[src/sbc_consts.svh]
// Constants for the servo basic control parameter bank: offsets, resets, limits, timing.
// Assumes a 40 MHz clock; included by the package and the parameter bank module.
`ifndef SBC_CONSTS_SVH
`define SBC_CONSTS_SVH

// ==========================================================
// Timing
`define SBC_CLK_PERIOD_NS 25
`define SBC_MS_NS 1000000
`define SBC_MS_CYCLES (`SBC_MS_NS / `SBC_CLK_PERIOD_NS)
`define SBC_CNT_MAX 16'hffff

// ==========================================================
// Parameter word offsets
`define SBC_NUM_RW 15
`define SBC_A_CTRL 16'h0200
`define SBC_A_ABS 16'h0201
`define SBC_A_DIR 16'h0202
`define SBC_A_PHASE 16'h0203
`define SBC_A_SOFF 16'h0205
`define SBC_A_C2 16'h0206
`define SBC_A_OVT 16'h0207
`define SBC_A_C1 16'h0208
`define SBC_A_BKON 16'h0209
`define SBC_A_BKOFF 16'h020a
`define SBC_A_BKSPD 16'h020b
`define SBC_A_BKROT 16'h020c
`define SBC_A_KPD 16'h020f
`define SBC_A_MAINS 16'h0211
`define SBC_A_QS 16'h0212
`define SBC_A_REGEN_RES 16'h0215
`define SBC_A_REGEN_PWR 16'h0216

// ==========================================================
// Reset values
`define SBC_R_CTRL 16'h0001
`define SBC_R_ABS 16'h0000
`define SBC_R_DIR 16'h0000
`define SBC_R_PHASE 16'h0000
`define SBC_R_SOFF 16'h0000
`define SBC_R_C2 16'h0002
`define SBC_R_OVT 16'h0001
`define SBC_R_C1 16'h0002
`define SBC_R_BKON 16'h00fa
`define SBC_R_BKOFF 16'h0096
`define SBC_R_BKSPD 16'h001e
`define SBC_R_BKROT 16'h01f4
`define SBC_R_KPD 16'h0000
`define SBC_R_MAINS 16'h0002
`define SBC_R_QS 16'h0002
`define SBC_V_REGEN_RES 16'h0028
`define SBC_V_REGEN_PWR 16'h0032

// ==========================================================
// Write limits (signed selectors in two's complement)
`define SBC_MIN_ZERO 16'h0000
`define SBC_MAX_CTRL 16'h0007
`define SBC_MAX_ABS 16'h0004
`define SBC_MAX_BIT 16'h0001
`define SBC_MIN_SOFF 16'hfffc
`define SBC_MAX_SOFF 16'h0002
`define SBC_MIN_C2 16'hfffb
`define SBC_MAX_C2 16'h0004
`define SBC_MAX_OVT 16'h0007
`define SBC_MAX_C1 16'h0002
`define SBC_MAX_BKON 16'h01f4
`define SBC_MIN_BKOFF 16'h0032
`define SBC_MAX_BKOFF 16'h03e8
`define SBC_MIN_BKSPD 16'h0014
`define SBC_MAX_BKSPD 16'h0bb8
`define SBC_MIN_BKROT 16'h0001
`define SBC_MAX_BKROT 16'hffff
`define SBC_MAX_MAINS 16'h0003
`define SBC_MAX_QS 16'h0007
`define SBC_QS_UNASSIGNED 16'h0004
`define SBC_OVT_IGNORE 16'h0007

// Index masks: writable only at stop, and signed comparison
`define SBC_AT_STOP_MASK 15'h00cf
`define SBC_SIGNED_MASK 15'h0030

`endif

[src/sbc_pkg.sv]
// Types for the servo basic control parameter bank.
// Assumes sbc_consts.svh is on the include path.
`include "sbc_consts.svh"

package sbc_pkg;

    // ==========================================================
    // Register indices
    typedef enum logic [3:0] {
        IX_CTRL, IX_ABS, IX_DIR, IX_PHASE, IX_SOFF, IX_C2, IX_OVT, IX_C1,
        IX_BKON, IX_BKOFF, IX_BKSPD, IX_BKROT, IX_KPD, IX_MAINS, IX_QS
    } sbc_idx_t;

    // ==========================================================
    // Stop actions
    typedef enum logic [2:0] {
        DEC_NONE, DEC_COAST, DEC_DYNBRK, DEC_ZEROSPD, DEC_RAMP1, DEC_RAMP2, DEC_EMTORQ
    } sbc_decel_t;

    typedef enum logic [1:0] {
        HOLD_DEENERG, HOLD_DYNBRK, HOLD_POSLOCK
    } sbc_hold_t;

    typedef struct packed {
        logic valid;
        sbc_decel_t decel;
        sbc_hold_t hold;
    } sbc_action_t;

    typedef enum logic [5:0] {
        S_OFF = 6'h01,
        S_BKON = 6'h02,
        S_RUN = 6'h04,
        S_DECEL = 6'h08,
        S_BKOFF = 6'h10,
        S_HOLD = 6'h20
    } sbc_state_t;

endpackage : sbc_pkg

[src/sbc_params.sv]
// Basic control parameter bank of a servo drive with its stop and brake sequencer.
// Assumes a word-wide parameter access port driven by the communication front end.
`timescale 1ns/1ps
`default_nettype none
`include "sbc_consts.svh"

module sbc_params #(
    parameter int MS_CYCLES = `SBC_MS_CYCLES
) (
    // Clock and reset
    input wire logic clk,
    input wire logic srst,
    // Parameter access
    input wire logic parWrEn,
    input wire logic parRdEn,
    input wire logic [15:0] parAddr,
    input wire logic [15:0] parWrData,
    output logic [15:0] parRdData,
    output logic parAck,
    output logic parErr,
    // Drive events and status
    input wire logic servoEnableCmd,
    input wire logic fault1,
    input wire logic fault2,
    input wire logic fault3,
    input wire logic overtravel,
    input wire logic quickStop,
    input wire logic mainsLoss,
    input wire logic [15:0] motorSpeedRpm,
    input wire logic forwardCmd,
    // Encoder pulse output
    input wire logic stepPulse,
    input wire logic stepFwd,
    output logic pulseA,
    output logic pulseB,
    // Configuration outputs
    output logic [2:0] controlMode,
    output logic [2:0] absSystem,
    output logic turnCw,
    output logic keypadFaultDisp,
    // Stop and brake sequencer outputs
    output logic brake_output,
    output logic motorEnergized,
    output logic dynBrakeOn,
    output logic positionLock,
    output sbc_pkg::sbc_decel_t decelMode,
    output logic cmdAccept,
    output logic stopActive
);
    import sbc_pkg::*;

    // ==========================================================
    // Register tables
    localparam logic [15:0] ADDR_TBL [`SBC_NUM_RW] = '{
        `SBC_A_CTRL, `SBC_A_ABS, `SBC_A_DIR, `SBC_A_PHASE, `SBC_A_SOFF, `SBC_A_C2,
        `SBC_A_OVT, `SBC_A_C1, `SBC_A_BKON, `SBC_A_BKOFF, `SBC_A_BKSPD, `SBC_A_BKROT,
        `SBC_A_KPD, `SBC_A_MAINS, `SBC_A_QS};
    localparam logic [15:0] RST_TBL [`SBC_NUM_RW] = '{
        `SBC_R_CTRL, `SBC_R_ABS, `SBC_R_DIR, `SBC_R_PHASE, `SBC_R_SOFF, `SBC_R_C2,
        `SBC_R_OVT, `SBC_R_C1, `SBC_R_BKON, `SBC_R_BKOFF, `SBC_R_BKSPD, `SBC_R_BKROT,
        `SBC_R_KPD, `SBC_R_MAINS, `SBC_R_QS};
    localparam logic [15:0] MIN_TBL [`SBC_NUM_RW] = '{
        `SBC_MIN_ZERO, `SBC_MIN_ZERO, `SBC_MIN_ZERO, `SBC_MIN_ZERO, `SBC_MIN_SOFF,
        `SBC_MIN_C2, `SBC_MIN_ZERO, `SBC_MIN_ZERO, `SBC_MIN_ZERO, `SBC_MIN_BKOFF,
        `SBC_MIN_BKSPD, `SBC_MIN_BKROT, `SBC_MIN_ZERO, `SBC_MIN_ZERO, `SBC_MIN_ZERO};
    localparam logic [15:0] MAX_TBL [`SBC_NUM_RW] = '{
        `SBC_MAX_CTRL, `SBC_MAX_ABS, `SBC_MAX_BIT, `SBC_MAX_BIT, `SBC_MAX_SOFF,
        `SBC_MAX_C2, `SBC_MAX_OVT, `SBC_MAX_C1, `SBC_MAX_BKON, `SBC_MAX_BKOFF,
        `SBC_MAX_BKSPD, `SBC_MAX_BKROT, `SBC_MAX_BIT, `SBC_MAX_MAINS, `SBC_MAX_QS};
    localparam logic [14:0] AT_STOP_MASK = `SBC_AT_STOP_MASK;
    localparam logic [14:0] SIGNED_MASK = `SBC_SIGNED_MASK;
    localparam logic [15:0] MS_LAST = 16'(MS_CYCLES - 1);

    // ==========================================================
    // Functions
    // Returns {hit, index}
    function automatic logic [4:0] lookupIdx(input logic [15:0] a);
        logic [4:0] r;
        r = 5'h00;
        for (int i = 0; i < `SBC_NUM_RW; i++) begin
            if (ADDR_TBL[i] == a) begin
                r = {1'b1, 4'(i)};
            end
        end
        return r;
    endfunction : lookupIdx

    function automatic logic inRange(input logic [3:0] ix, input logic [15:0] d);
        logic ok;
        if (SIGNED_MASK[ix]) begin
            ok = ($signed(d) >= $signed(MIN_TBL[ix])) && ($signed(d) <= $signed(MAX_TBL[ix]));
        end else begin
            ok = (d >= MIN_TBL[ix]) && (d <= MAX_TBL[ix]);
        end
        if (ix == 4'(IX_QS) && d == `SBC_QS_UNASSIGNED) begin
            ok = 1'b0;
        end
        return ok;
    endfunction : inRange

    function automatic sbc_action_t act(input sbc_decel_t dc, input sbc_hold_t hd);
        return '{valid: 1'b1, decel: dc, hold: hd};
    endfunction : act

    function automatic sbc_action_t decodeServoOff(input logic [15:0] c);
        case (c)
            16'hfffc: return act(DEC_RAMP2, HOLD_DYNBRK);
            16'hfffd: return act(DEC_ZEROSPD, HOLD_DYNBRK);
            16'hfffe: return act(DEC_RAMP1, HOLD_DYNBRK);
            16'hffff: return act(DEC_DYNBRK, HOLD_DYNBRK);
            16'h0001: return act(DEC_RAMP1, HOLD_DEENERG);
            16'h0002: return act(DEC_DYNBRK, HOLD_DEENERG);
            default: return act(DEC_COAST, HOLD_DEENERG);
        endcase
    endfunction : decodeServoOff

    function automatic sbc_action_t decodeClass2(input logic [15:0] c);
        case (c)
            16'hfffb: return act(DEC_ZEROSPD, HOLD_DYNBRK);
            16'hfffc: return act(DEC_EMTORQ, HOLD_DYNBRK);
            16'hfffd: return act(DEC_RAMP2, HOLD_DYNBRK);
            16'hfffe: return act(DEC_RAMP1, HOLD_DYNBRK);
            16'hffff: return act(DEC_DYNBRK, HOLD_DYNBRK);
            16'h0001: return act(DEC_RAMP1, HOLD_DEENERG);
            16'h0002: return act(DEC_RAMP2, HOLD_DEENERG);
            16'h0003: return act(DEC_EMTORQ, HOLD_DEENERG);
            16'h0004: return act(DEC_DYNBRK, HOLD_DEENERG);
            default: return act(DEC_COAST, HOLD_DEENERG);
        endcase
    endfunction : decodeClass2

    function automatic sbc_action_t decodeOvertravel(input logic [15:0] c);
        case (c)
            16'h0001: return act(DEC_ZEROSPD, HOLD_POSLOCK);
            16'h0002: return act(DEC_ZEROSPD, HOLD_DEENERG);
            16'h0003: return act(DEC_RAMP2, HOLD_DEENERG);
            16'h0004: return act(DEC_RAMP2, HOLD_POSLOCK);
            16'h0005: return act(DEC_DYNBRK, HOLD_DEENERG);
            16'h0006: return act(DEC_DYNBRK, HOLD_DYNBRK);
            default: return act(DEC_COAST, HOLD_DEENERG);
        endcase
    endfunction : decodeOvertravel

    function automatic sbc_action_t decodeClass1(input logic [15:0] c);
        case (c)
            16'h0000: return act(DEC_COAST, HOLD_DEENERG);
            16'h0001: return act(DEC_DYNBRK, HOLD_DEENERG);
            default: return act(DEC_DYNBRK, HOLD_DYNBRK);
        endcase
    endfunction : decodeClass1

    function automatic sbc_action_t decodeQuick(input logic [15:0] c);
        case (c)
            16'h0001: return act(DEC_RAMP1, HOLD_DEENERG);
            16'h0002: return act(DEC_RAMP2, HOLD_DEENERG);
            16'h0003: return act(DEC_EMTORQ, HOLD_DEENERG);
            16'h0005: return act(DEC_RAMP1, HOLD_POSLOCK);
            16'h0006: return act(DEC_RAMP2, HOLD_POSLOCK);
            16'h0007: return act(DEC_EMTORQ, HOLD_POSLOCK);
            default: return act(DEC_COAST, HOLD_DEENERG);
        endcase
    endfunction : decodeQuick

    // ==========================================================
    // Parameter store and access
    logic [15:0] cfg_ff [`SBC_NUM_RW];
    logic [15:0] parRdData_ff;
    logic parAck_ff;
    logic parErr_ff;
    sbc_state_t state_ff;

    wire [4:0] hitIdx = lookupIdx(parAddr);
    wire rwHit = hitIdx[4];
    wire [3:0] accIdx = hitIdx[3:0];
    wire roRes = (parAddr == `SBC_A_REGEN_RES);
    wire roPwr = (parAddr == `SBC_A_REGEN_PWR);
    wire running = (state_ff != S_OFF);
    wire valueOk = inRange(accIdx, parWrData);
    wire stopLocked = AT_STOP_MASK[accIdx] && running;
    // RO words never reach the store, so a write to them is refused
    wire wrOk = parWrEn && rwHit && valueOk && !stopLocked;
    wire accErr = parWrEn ? !wrOk : !(rwHit || roRes || roPwr);
    wire [15:0] rdMux = rwHit ? cfg_ff[accIdx] :
                        roRes ? `SBC_V_REGEN_RES :
                        roPwr ? `SBC_V_REGEN_PWR : 16'h0000;

    always_ff @(posedge clk) begin
        if (srst) begin
            for (int i = 0; i < `SBC_NUM_RW; i++) begin
                cfg_ff[i] <= RST_TBL[i];
            end
        end else if (wrOk) begin
            cfg_ff[accIdx] <= parWrData;
        end
    end

    always_ff @(posedge clk) begin
        if (srst) begin
            parRdData_ff <= 16'h0000;
            parAck_ff <= 1'b0;
            parErr_ff <= 1'b0;
        end else begin
            parAck_ff <= parWrEn || parRdEn;
            parErr_ff <= (parWrEn || parRdEn) && accErr;
            if (parRdEn && !parWrEn) begin
                parRdData_ff <= rdMux;
            end
        end
    end

    // ==========================================================
    // Configuration fields
    wire [15:0] dirSel = cfg_ff[IX_DIR];
    wire [15:0] kpdSel = cfg_ff[IX_KPD];
    wire [15:0] mainsSel = cfg_ff[IX_MAINS];
    wire [15:0] bkOnDly = cfg_ff[IX_BKON];
    wire [15:0] bkOffDly = cfg_ff[IX_BKOFF];
    wire [15:0] bkSpdThr = cfg_ff[IX_BKSPD];
    wire [15:0] bkRotDly = cfg_ff[IX_BKROT];

    assign controlMode = cfg_ff[IX_CTRL][2:0];
    assign absSystem = cfg_ff[IX_ABS][2:0];

    logic turnCw_ff;
    logic fault3Prev_ff;
    logic keypad_ff;

    always_ff @(posedge clk) begin
        if (srst) begin
            turnCw_ff <= 1'b0;
            fault3Prev_ff <= 1'b0;
            keypad_ff <= 1'b0;
        end else begin
            turnCw_ff <= forwardCmd ? dirSel[0] : !dirSel[0];
            fault3Prev_ff <= fault3;
            // Set on a new class-3 fault; held while the fault stands
            keypad_ff <= (fault3 && !fault3Prev_ff && kpdSel == 16'h0000) ||
                         (keypad_ff && fault3);
        end
    end

    assign turnCw = turnCw_ff;
    assign keypadFaultDisp = keypad_ff;

    sbc_pulse_out pulseGen (
        .clk(clk),
        .srst(srst),
        .stepPulse(stepPulse),
        .stepFwd(stepFwd),
        .phaseLag(cfg_ff[IX_PHASE][0]),
        .pulseA(pulseA),
        .pulseB(pulseB)
    );

    // ==========================================================
    // Stop cause resolution, highest priority first
    localparam sbc_action_t NO_ACTION = '{valid: 1'b0, decel: DEC_NONE, hold: HOLD_DEENERG};
    wire sbc_action_t mainsAct = (mainsSel == 16'h0001) ? decodeClass2(cfg_ff[IX_C2]) :
                                 (mainsSel == 16'h0002) ? decodeServoOff(cfg_ff[IX_SOFF]) :
                                 (mainsSel == 16'h0003) ? decodeQuick(cfg_ff[IX_QS]) :
                                 NO_ACTION;
    wire ovtLive = overtravel && (cfg_ff[IX_OVT] != `SBC_OVT_IGNORE);
    wire sbc_action_t stopNow =
        fault1 ? decodeClass1(cfg_ff[IX_C1]) :
        fault2 ? decodeClass2(cfg_ff[IX_C2]) :
        (mainsLoss && mainsAct.valid) ? mainsAct :
        ovtLive ? decodeOvertravel(cfg_ff[IX_OVT]) :
        quickStop ? decodeQuick(cfg_ff[IX_QS]) :
        !servoEnableCmd ? decodeServoOff(cfg_ff[IX_SOFF]) : NO_ACTION;

    // ==========================================================
    // Stop and brake sequencer
    sbc_state_t nxt_state;
    sbc_action_t action_ff;
    sbc_action_t nxt_action;
    logic brake_ff;
    logic nxt_brake;
    logic [15:0] msDiv_ff;
    logic [15:0] msCnt_ff;
    logic energ_ff;
    logic dynBrk_ff;
    logic posLock_ff;
    sbc_decel_t decel_ff;
    logic accept_ff;
    logic stopAct_ff;

    wire standstill = (motorSpeedRpm == 16'h0000);
    wire msTick = (msDiv_ff == MS_LAST);
    wire onDone = (msCnt_ff >= bkOnDly);
    wire offDone = (msCnt_ff >= bkOffDly);
    wire rotRelease = (motorSpeedRpm < bkSpdThr) || (msCnt_ff >= bkRotDly);
    wire decelPowered = (action_ff.decel != DEC_COAST) && (action_ff.decel != DEC_DYNBRK);

    always_comb begin
        nxt_state = state_ff;
        nxt_action = action_ff;
        nxt_brake = brake_ff;
        case (state_ff)
            S_OFF: begin
                if (servoEnableCmd && !stopNow.valid) begin
                    nxt_state = S_BKON;
                    nxt_brake = 1'b1;
                end
            end
            S_BKON, S_RUN: begin
                if (stopNow.valid) begin
                    nxt_action = stopNow;
                    // Standstill skips deceleration and drops the brake at once
                    nxt_state = standstill ? S_BKOFF : S_DECEL;
                    nxt_brake = !standstill;
                end else if (state_ff == S_BKON && onDone) begin
                    nxt_state = S_RUN;
                end
            end
            S_DECEL: begin
                if (brake_ff && rotRelease) begin
                    nxt_brake = 1'b0;
                end
                if (standstill && !brake_ff) begin
                    nxt_state = S_HOLD;
                end
            end
            S_BKOFF: begin
                if (offDone) begin
                    nxt_state = S_HOLD;
                end
            end
            S_HOLD: begin
                if (!stopNow.valid) begin
                    nxt_state = S_BKON;
                    nxt_brake = 1'b1;
                end else if (action_ff.hold != HOLD_POSLOCK || !servoEnableCmd) begin
                    nxt_state = S_OFF;
                end
            end
            default: begin
                nxt_state = S_OFF;
                nxt_brake = 1'b0;
            end
        endcase
    end

    always_ff @(posedge clk) begin
        if (srst) begin
            state_ff <= S_OFF;
            action_ff <= NO_ACTION;
            brake_ff <= 1'b0;
            msDiv_ff <= 16'h0000;
            msCnt_ff <= 16'h0000;
        end else begin
            state_ff <= nxt_state;
            action_ff <= nxt_action;
            brake_ff <= nxt_brake;
            msDiv_ff <= msTick ? 16'h0000 : msDiv_ff + 16'h0001;
            // Millisecond count restarts on every state change
            if (nxt_state != state_ff) begin
                msCnt_ff <= 16'h0000;
            end else if (msTick && msCnt_ff != `SBC_CNT_MAX) begin
                msCnt_ff <= msCnt_ff + 16'h0001;
            end
        end
    end

    always_ff @(posedge clk) begin
        if (srst) begin
            energ_ff <= 1'b0;
            dynBrk_ff <= 1'b0;
            posLock_ff <= 1'b0;
            decel_ff <= DEC_NONE;
            accept_ff <= 1'b0;
            stopAct_ff <= 1'b0;
        end else begin
            energ_ff <= (state_ff == S_BKON) || (state_ff == S_RUN) || (state_ff == S_BKOFF) ||
                        (state_ff == S_DECEL && decelPowered) ||
                        (state_ff == S_HOLD && action_ff.hold == HOLD_POSLOCK);
            dynBrk_ff <= (state_ff == S_DECEL && action_ff.decel == DEC_DYNBRK) ||
                         ((state_ff == S_HOLD || state_ff == S_OFF) &&
                          action_ff.valid && action_ff.hold == HOLD_DYNBRK);
            posLock_ff <= (state_ff == S_HOLD) && (action_ff.hold == HOLD_POSLOCK);
            decel_ff <= (state_ff == S_DECEL) ? action_ff.decel : DEC_NONE;
            accept_ff <= (state_ff == S_RUN);
            stopAct_ff <= (state_ff == S_DECEL) || (state_ff == S_BKOFF) || (state_ff == S_HOLD);
        end
    end

    assign parRdData = parRdData_ff;
    assign parAck = parAck_ff;
    assign parErr = parErr_ff;
    assign brake_output = brake_ff;
    assign motorEnergized = energ_ff;
    assign dynBrakeOn = dynBrk_ff;
    assign positionLock = posLock_ff;
    assign decelMode = decel_ff;
    assign cmdAccept = accept_ff;
    assign stopActive = stopAct_ff;

endmodule : sbc_params

`default_nettype wire

[src/sbc_pulse_out.sv]
// Quadrature generator for the frequency-divided encoder output.
// Assumes one step pulse per output edge, already divided down.
`timescale 1ns/1ps
`default_nettype none

module sbc_pulse_out (
    // Clock and reset
    input wire logic clk,
    input wire logic srst,
    // Step input
    input wire logic stepPulse,
    input wire logic stepFwd,
    input wire logic phaseLag,
    // Quadrature output
    output logic pulseA,
    output logic pulseB
);
    import sbc_pkg::*;

    logic [1:0] quad_ff;
    logic [1:0] nxt_quad;
    logic aLead;
    logic bLead;
    logic pulseA_ff;
    logic pulseB_ff;

    // Sequence 0,1,2,3 gives (A,B) = 00,10,11,01: A rises first
    assign nxt_quad = !stepPulse ? quad_ff : stepFwd ? quad_ff + 2'h1 : quad_ff - 2'h1;
    assign aLead = nxt_quad[1] ^ nxt_quad[0];
    assign bLead = nxt_quad[1];

    always_ff @(posedge clk) begin
        if (srst) begin
            quad_ff <= 2'h0;
            pulseA_ff <= 1'b0;
            pulseB_ff <= 1'b0;
        end else begin
            quad_ff <= nxt_quad;
            pulseA_ff <= phaseLag ? bLead : aLead;
            pulseB_ff <= phaseLag ? aLead : bLead;
        end
    end

    assign pulseA = pulseA_ff;
    assign pulseB = pulseB_ff;

endmodule : sbc_pulse_out

`default_nettype wire

[config.mk]
export PLATFORM = sky130hd
export DESIGN_NAME = sbc_params
export DESIGN_NICKNAME = d
export VERILOG_FILES = /design/src/sbc_pkg.sv /design/src/sbc_params.sv /design/src/sbc_pulse_out.sv
export VERILOG_INCLUDE_DIRS = /design/src
export SDC_FILE = /design/constraint.sdc
export NUM_CORES = 1
export LEC_CHECK = 0
export ABC_AREA = 1
export BUFFER_PORTS_ARGS = -buffer_cell sky130_fd_sc_hd__buf_4
export CORE_MARGIN = 4
export CORE_UTILIZATION = 25
export DETAILED_ROUTE_END_ITERATION = 12
export GPL_TIMING_DRIVEN = 1
export SYNTH_ARGS = -nofsm -noshare
export SYNTH_HDL_FRONTEND = slang
export SYNTH_SLANG_ARGS = --single-unit
[constraint.sdc]
create_clock -name clk -period 7.2 [get_ports clk]
set_clock_uncertainty 0.05 [all_clocks]
set_input_delay 0 -clock clk [delete_from_list [all_inputs] [get_ports clk]]
set_output_delay 0 -clock clk [all_outputs]
set_load 0.01 [all_outputs]
==> results of run 1 <==
[state kept, by name (all words and copies together), names as in the netlist, 2 cells and up]
signal / flops
cfg_ff: 256
decelMode: 3
msDiv_ff: 16
msCnt_ff: 16
parRdData: 16
pulseGen.quad_ff: 2
state_ff: 6
action_ff: 6
[per-layer routing]
metal  global-route usage [%]  share of wire (%)  vias up
met4                     6.39                4.4        2
li1                         -                  -     8344
met2                     26.5                 44      787
met3                     3.83                9.7      159
met5                        0              0.018        -
met1                     21.7                 42     8260
[cell families (layout without fill, tap and decap cells)]
family	Yosys count	after routing	share of synthesized area, %
adder cells (fa/ha/maj)	104	104	6.65
AND/OR/NAND/NOR	1266	1266	28.4
AO/OA/AOI/OAI	280	280	7.97
flip-flops	334	334	47.2
XOR/XNOR	21	21	0.940
multiplexers	1	1	0.0511
other	0	2	0
buffers and inverters	427	559	8.71
[worst max-delay path, stage by stage]
cell and delay, ns:
buf_4 0.11, nor2_1 0.15, nand2_1 0.09, nor2_2 0.37, nand2_2 0.16, inv_2 0.10
nand3_1 0.14, nand4_1 0.19, nor2_1 0.15, inv_1 0.19, ha_1 0.50, inv_1 0.11
nor2_1 0.45, inv_1 0.27, ha_1 0.43, nand4_1 0.14, nor2_1 0.17, nand2_1 0.10
nand2_1 0.08, nand2_1 0.06, nand3_1 0.06, nand2_1 0.06, nand2_1 0.09, nand3b_4 0.10
nor2_4 0.71, nand4_4 0.40, nand2_1 0.65
[power groups by stage]
| stage | clock (W) | combinational [W] | sequential (W) |
|---|---|---|---|
| floorplan | 0 | 0.000162 | 0.00218 |
| global placement | 0 | 0.000301 | 0.00219 |
| detailed placement | 0 | 0.000303 | 0.00219 |
| CTS | 0.00203 | 0.000319 | 0.00215 |
| global route | 0.00211 | 0.000351 | 0.00216 |
| finish | 0.00201 | 0.000322 | 0.00215 |
[worst max path at each step]
stage                    end  cells after the start         from  slack, ns
6_report        cfg_ff[3][1]                     27  parAddr[15]       1.26
2_1_floorplan  cfg_ff[15][0]                     31  parAddr[15]       2.68
3_5_place_dp   cfg_ff[3][12]                     27  parAddr[15]       0.83
5_1_grt         cfg_ff[3][1]                     32  parAddr[15]       0.78
4_1_cts         cfg_ff[3][1]                     27  parAddr[15]       1.40
3_3_place_gp   cfg_ff[3][12]                     32   parAddr[7]       0.96
[per-stage QoR]
step           hold WS, ns  util, %  setup WS (ns)
2_1_floorplan       0.0489        -           2.68
3_3_place_gp         0.145     27.6          0.962
3_5_place_dp         0.147     27.6          0.832
4_1_cts           0.000808     29.6           1.40
5_1_grt             0.0638     29.6          0.776
6_report          -0.00270     29.6           1.26
[cell type report]
cell class	instances	share of cell area, %
diodes	2	0.0218
flip-flops and latches	334	40.2
multi-input cells	1672	37.6
inverters	323	5.27
repair buffers	167	5.79
well taps	1040	5.66
clock buffers	44	4.37
clock inverters	25	1.11
[cells in the final DEF (no fill, tap or decap), types with 4 or more instances in the layout]
master and instances:
or2_2 6, a211oi_1 4, nand3_1 153, nand3b_1 4
inv_1 306, clkbuf_1 4, o21bai_1 4, nor3_1 34
nor2_2 5, clkbuf_16 39, xor2_1 15, ha_1 104
a21oi_1 117, nor2_1 384, nand2_2 4, buf_4 136
dfxtp_1 78, bufinv_16 5, nand2_1 528, edfxtp_1 256
clkinv_1 9, nand4_4 6, dlygate4sd3_1 31, nor4_1 21
o21ai_1 5, xnor2_1 6, o21ai_0 99, clkinv_2 10
o31ai_1 6, nand4_1 104, a31oi_1 5, o211ai_1 26
or4_1 5, inv_2 14
[what timing repair did]
item | CTS | global route
hold buffers | 31 | 0
setup endpoints to repair | 0 | 0
endpoints found under the hold margin | 55 | 0
==> flow_summary.toml, run 1 <==
[global_routing]
pin_count_of_the_biggest_net_entering_global_routing = 67
grt_use_total_pct = 16.5
global_route.overflow_total = 0
antenna_found_initial = 3
wire_length_of_the_first_global_routing_pass_um = 104000
first_global_vias = 16600

[sta]
fin_worst_hold_slack_ns = -0.00270
fmax_mhz = 168
period_share_pct = 82.5
slew_headroom_pct = 16.4
setup-tns-final_ns = 0
rsz_0062_raised_after_global_routing = "false"
final_max_slew_viol_count = 0
setup-violations-final = 0
worst_pin_slew_ns = 1.24
final_count_of_hold_timing_violations = 1
period_minus_slack_ns = 5.94

[worst_setup_path]
worstReg2RegStart = "cfg_ff[13][3]"
critPathArrivalTime_ns = 6.07
worst_r2r_endpoint = "msCnt_ff[15]"
r2r_setup_slack_ns = 3.34
worst_reg_to_reg_cells = 12
critPathCaptureType = "flip-flop"
criticalPathCategory = "input port to flip-flop"
critPathLaunchType = "input port"
critical_path.max_fanout = 17
crit_required_ns = 7.33

[floorplan]
die_area_um2 = 82800
start_util_pct = 25.2
io_pins = 99
num_rows = 102
fp.coreArea_um2 = 77600
chipHeight_um = 288
dieWidth_um = 288

[logic_synthesis]
synthesis.instances = 2433
yosys.cell_count.top_type = "nand2_1"
yosys-top-cells-count = "nand2_1 (528), nor2_1 (385), inv_1 (307), edfxtp_1 (256), nand3_1 (154)"
seq_area_frac_synth_pct = 47.2
postSynth.asyncResetShare_pct = 0
synth_seq_cells = 334
dominantRegCellSynth = "edfxtp_1"
synth.top_cell.area_share_pct = 39.3
post_synth_edffs = 256
ys_top_cells_by_area = "edfxtp_1 (39%), nand2_1 (10%), dfxtp_1 (8.0%)"
synth_cell_type_count = 52
post_synthesis_instance_area_um2 = 19600
synth_fp_nets = 2599
post-synth-top-area-cell = "edfxtp_1"
synthesis.area_per_instance_um2 = 8.05
ys_warn_count = 0

[placed_design]
place_inst = 3505
placed_cell_area_um2 = 21400
place.port_buffers = 98
finalWeightedCongestion = 0.974
dpl.hpwl_um = 50300

[run_status]
failed_checks = "negative hold slack"
result_of_the_run = "complete, but fails checks"

[routing]
post_drt_wl_per_cell_um = 19.6
drt_wl_total_um = 70600
postRouteAntennaNets = 0
drc_errors = 0
dr.pass1.iters = 8
drt-initial-drc-count = 1795
post_drt_via_cell_ratio = 4.87
num_vias = 17600

[hold_path]
holdPathEnd = "parRdData[1]"
whs_path_depth = 7
worstHoldPathType = "input port to flip-flop"
hold_path_startpoint = "parAddr[4]"

[clock_tree]
numCtsBuffers = 38
clk_path_buf_depth = 3
clock_latency_on_the_worst_skew_pair_ns = 0.57
number_of_h_tree_levels = 2
post_cts.resized_instances = 0
cts.clk_slew.worst_paths_ns = 0.06
cts_tree = "yes"
cts.sinks = 334
cts-root-buf = "clkbuf_16"
cts.repair_timing.setup_buffer_count = 0

[power_and_ir_drop]
p_leak_nw = 9.70
pwr_density_cell_nw_per_um2 = 195
switching_share_pct = 24.1
comb_power_share_pct = 7.2
p_total_w = 0.00449
pwr-share-seq_pct = 48.0
clock_power_share_pct = 44.8
p_int_w = 0.00340
vdd.ir_drop.worst_mv = 0.134
total_switching_power_w = 0.00108

[final_layout]
seq_area_um2 = 9250
final_cells = 3607
area_taken_by_multi_input_logic_gates_um2 = 8640
layout.cell_area.non_filler_um2 = 23000
syn_to_final_growth_pct = 17.5
fill_cells = 8278
layout.nets = 2702
drive_gt1_share_pct = 9.36

[job]
drv.max_cap_violation_count = 0
No activity file was read; power rests on OpenSTA's default activity.
==> run 2, diff against run 1 <==
==> constraint.sdc (replaced) <==
create_clock -name clk -period 5.4 [get_ports clk]
set_clock_uncertainty 0.05 [all_clocks]
set_input_delay 0 -clock clk [delete_from_list [all_inputs] [get_ports clk]]
set_output_delay 0 -clock clk [all_outputs]
set_load 0.01 [all_outputs]
==> run 2 against run 1 <==
Via count rose by 0.47%. Combinational power is 35% higher. The flow now finishes without violations. Global-route usage decreased by 0.24 points.
==> flow_summary.toml, run 2 (synthesis gave the netlist of run 1 again) <==
[placed_design]
pre_cts_ws_ns = 0.545
dpl.hpwl_um = 50800
finalWeightedCongestion = 1.00
place.port_buffers = 98

[final_layout]
fill_cells = 8288
syn_to_final_growth_pct = 18.1
layout.nets = 2728
largest_register_ff_count = 256
most_used_cells_in_the_layout_excluding_fill_and_tap_cells = "nand2_1 (528), nor2_1 (384), inv_1 (306)"
regMostFlops = "cfg_ff"
drive_gt1_share_pct = 10.2
most_frequent_standard_cell_in_the_layout_excluding_fill_and_tap_cells = "nand2_1"
post-route-util_pct = 29.8

[sta]
period_share_pct = 80.3
rsz_0062_raised_after_global_routing = "false"
fmax_mhz = 231
fin_worst_hold_slack_ns = 0.0330
slew_headroom_pct = 23.6
worst_pin_slew_ns = 1.14
setup-tns-final_ns = 0
period_minus_slack_ns = 4.34
final_count_of_hold_timing_violations = 0
final.setup.worst_slack_ns = 1.06
setup-violations-final = 0
final_max_slew_viol_count = 0

[floorplan]
dieWidth_um = 288
chipHeight_um = 288
start_util_pct = 25.2
io_pins = 99
die_area_um2 = 82800
fp.coreArea_um2 = 77600
num_rows = 102

[power_and_ir_drop]
pwr_density_cell_nw_per_um2 = 250
vdd.ir_drop.worst_mv = 0.188
p_leak_nw = 9.78

[global_routing]
first_global_vias = 16400
pin_count_of_the_biggest_net_entering_global_routing = 53
global_route.overflow_total = 0
wire_length_of_the_first_global_routing_pass_um = 102000
antenna_found_initial = 4
grt_use_total_pct = 16.3

[clock_tree]
cts.clk_slew.worst_paths_ns = 0.06
number_of_h_tree_levels = 2
clock_latency_on_the_worst_skew_pair_ns = 0.55
post_cts.resized_instances = 0
cts.repair_timing.setup_buffer_count = 0
cts_tree = "yes"
clk_path_buf_depth = 3
cts.sinks = 334
cts-root-buf = "clkbuf_16"
numCtsBuffers = 38

[worst_setup_path]
worst_r2r_endpoint = "msCnt_ff[9]"
critPathArrivalTime_ns = 4.54
crit_required_ns = 5.60
r2r_setup_slack_ns = 1.50
slowest_delay_ns = 0.33
worst_reg_to_reg_cells = 12
critical_path.max_fanout = 15
critPathCaptureType = "flip-flop"
critPathLaunchType = "input port"
criticalPathCategory = "input port to flip-flop"
slowest_stage_cell_cp = "ha_1"
path_common_cell = "nand2_1"
worstSetupStartpoint = "parAddr[13]"
worstReg2RegStart = "cfg_ff[13][2]"

[routing]
drt-initial-drc-count = 1728
post_drt_via_cell_ratio = 4.86
postRouteAntennaNets = 0
drc_errors = 0
num_vias = 17600
dr.pass1.iters = 6
drt_wl_total_um = 69500
post_drt_wl_per_cell_um = 19.2

[hold_path]
hold_path_startpoint = "parAddr[5]"
holdPathEnd = "parRdData[4]"
whs_path_depth = 8
worstHoldPathType = "input port to flip-flop"

[run_status]
result_of_the_run = "complete, no violations"

[job]
drv.max_cap_violation_count = 0
run 2: repair_timing:
action	CTS	global route
endpoints found under the hold margin	51	0
endpoints found under the setup margin	0	0
hold buffers	29	0
run 2: final cells by class:
cell class / count / area, um^2 / area share, %
Clock inverter: 18 / 136 / 0.590
Antenna cell: 2 / 5.00 / 0.0216
Clock buffer: 47 / 1040 / 4.49
Sequential cell: 334 / 9250 / 40.0
Inverter: 323 / 1210 / 5.24
Multi-Input combinational cell: 1672 / 8640 / 37.3
Tap cell: 1040 / 1300 / 5.63
Timing Repair Buffer: 193 / 1550 / 6.69
run 2: stage by stage:
step / std cells / power (W) / instance area (um^2)
floorplan: 2433 / 0.00312 / 19600
global placement: 3533 / 0.00333 / 21700
detailed placement: 3533 / 0.00333 / 21700
CTS: 3627 / 0.00582 / 23100
global route: 3627 / 0.00597 / 23100
finish: 3629 / 0.00578 / 23100
run 2: critical path: cells and delay by family:
kind / cells / cell delay [ns]
AO/OA/AOI/OAI: 5 / 0.69
adder cells (fa/ha/maj): 2 / 0.54
AND/OR/NAND/NOR: 21 / 2.28
buffers and inverters: 6 / 1.02
run 2: worst max path at each step:
| stage | end | slack (ns) | cells past startpoint |
|---|---|---|---|
| floorplan | cfg_ff[15][0] | 0.88 | 31 |
| detailed placement | cfg_ff[0][1] | 0.55 | 34 |
| CTS | cfg_ff[0][7] | 1.11 | 34 |
| finish | cfg_ff[0][7] | 1.06 | 34 |
| global route | cfg_ff[0][7] | 0.69 | 34 |
| global placement | cfg_ff[13][12] | 0.63 | 33 |
run 2: report_power, final:
part	total [W]	switching, W	leakage (nW)	internal, W
Combinational	0.000435	0.000297	6.07	0.000138
Sequential	0.00287	0.0000404	3.14	0.00283
Clock	0.00248	0.00106	0.573	0.00142
run 2: routing by layer:
layer / GRT usage (%) / up-vias / routed length (um)
met5: 0 / - / 21
met1: 21.8 / 8311 / 29300
met3: 3.44 / 132 / 6390
li1: - / 8400 / -
met2: 25.8 / 787 / 31000
met4: 6.26 / 4 / 2820
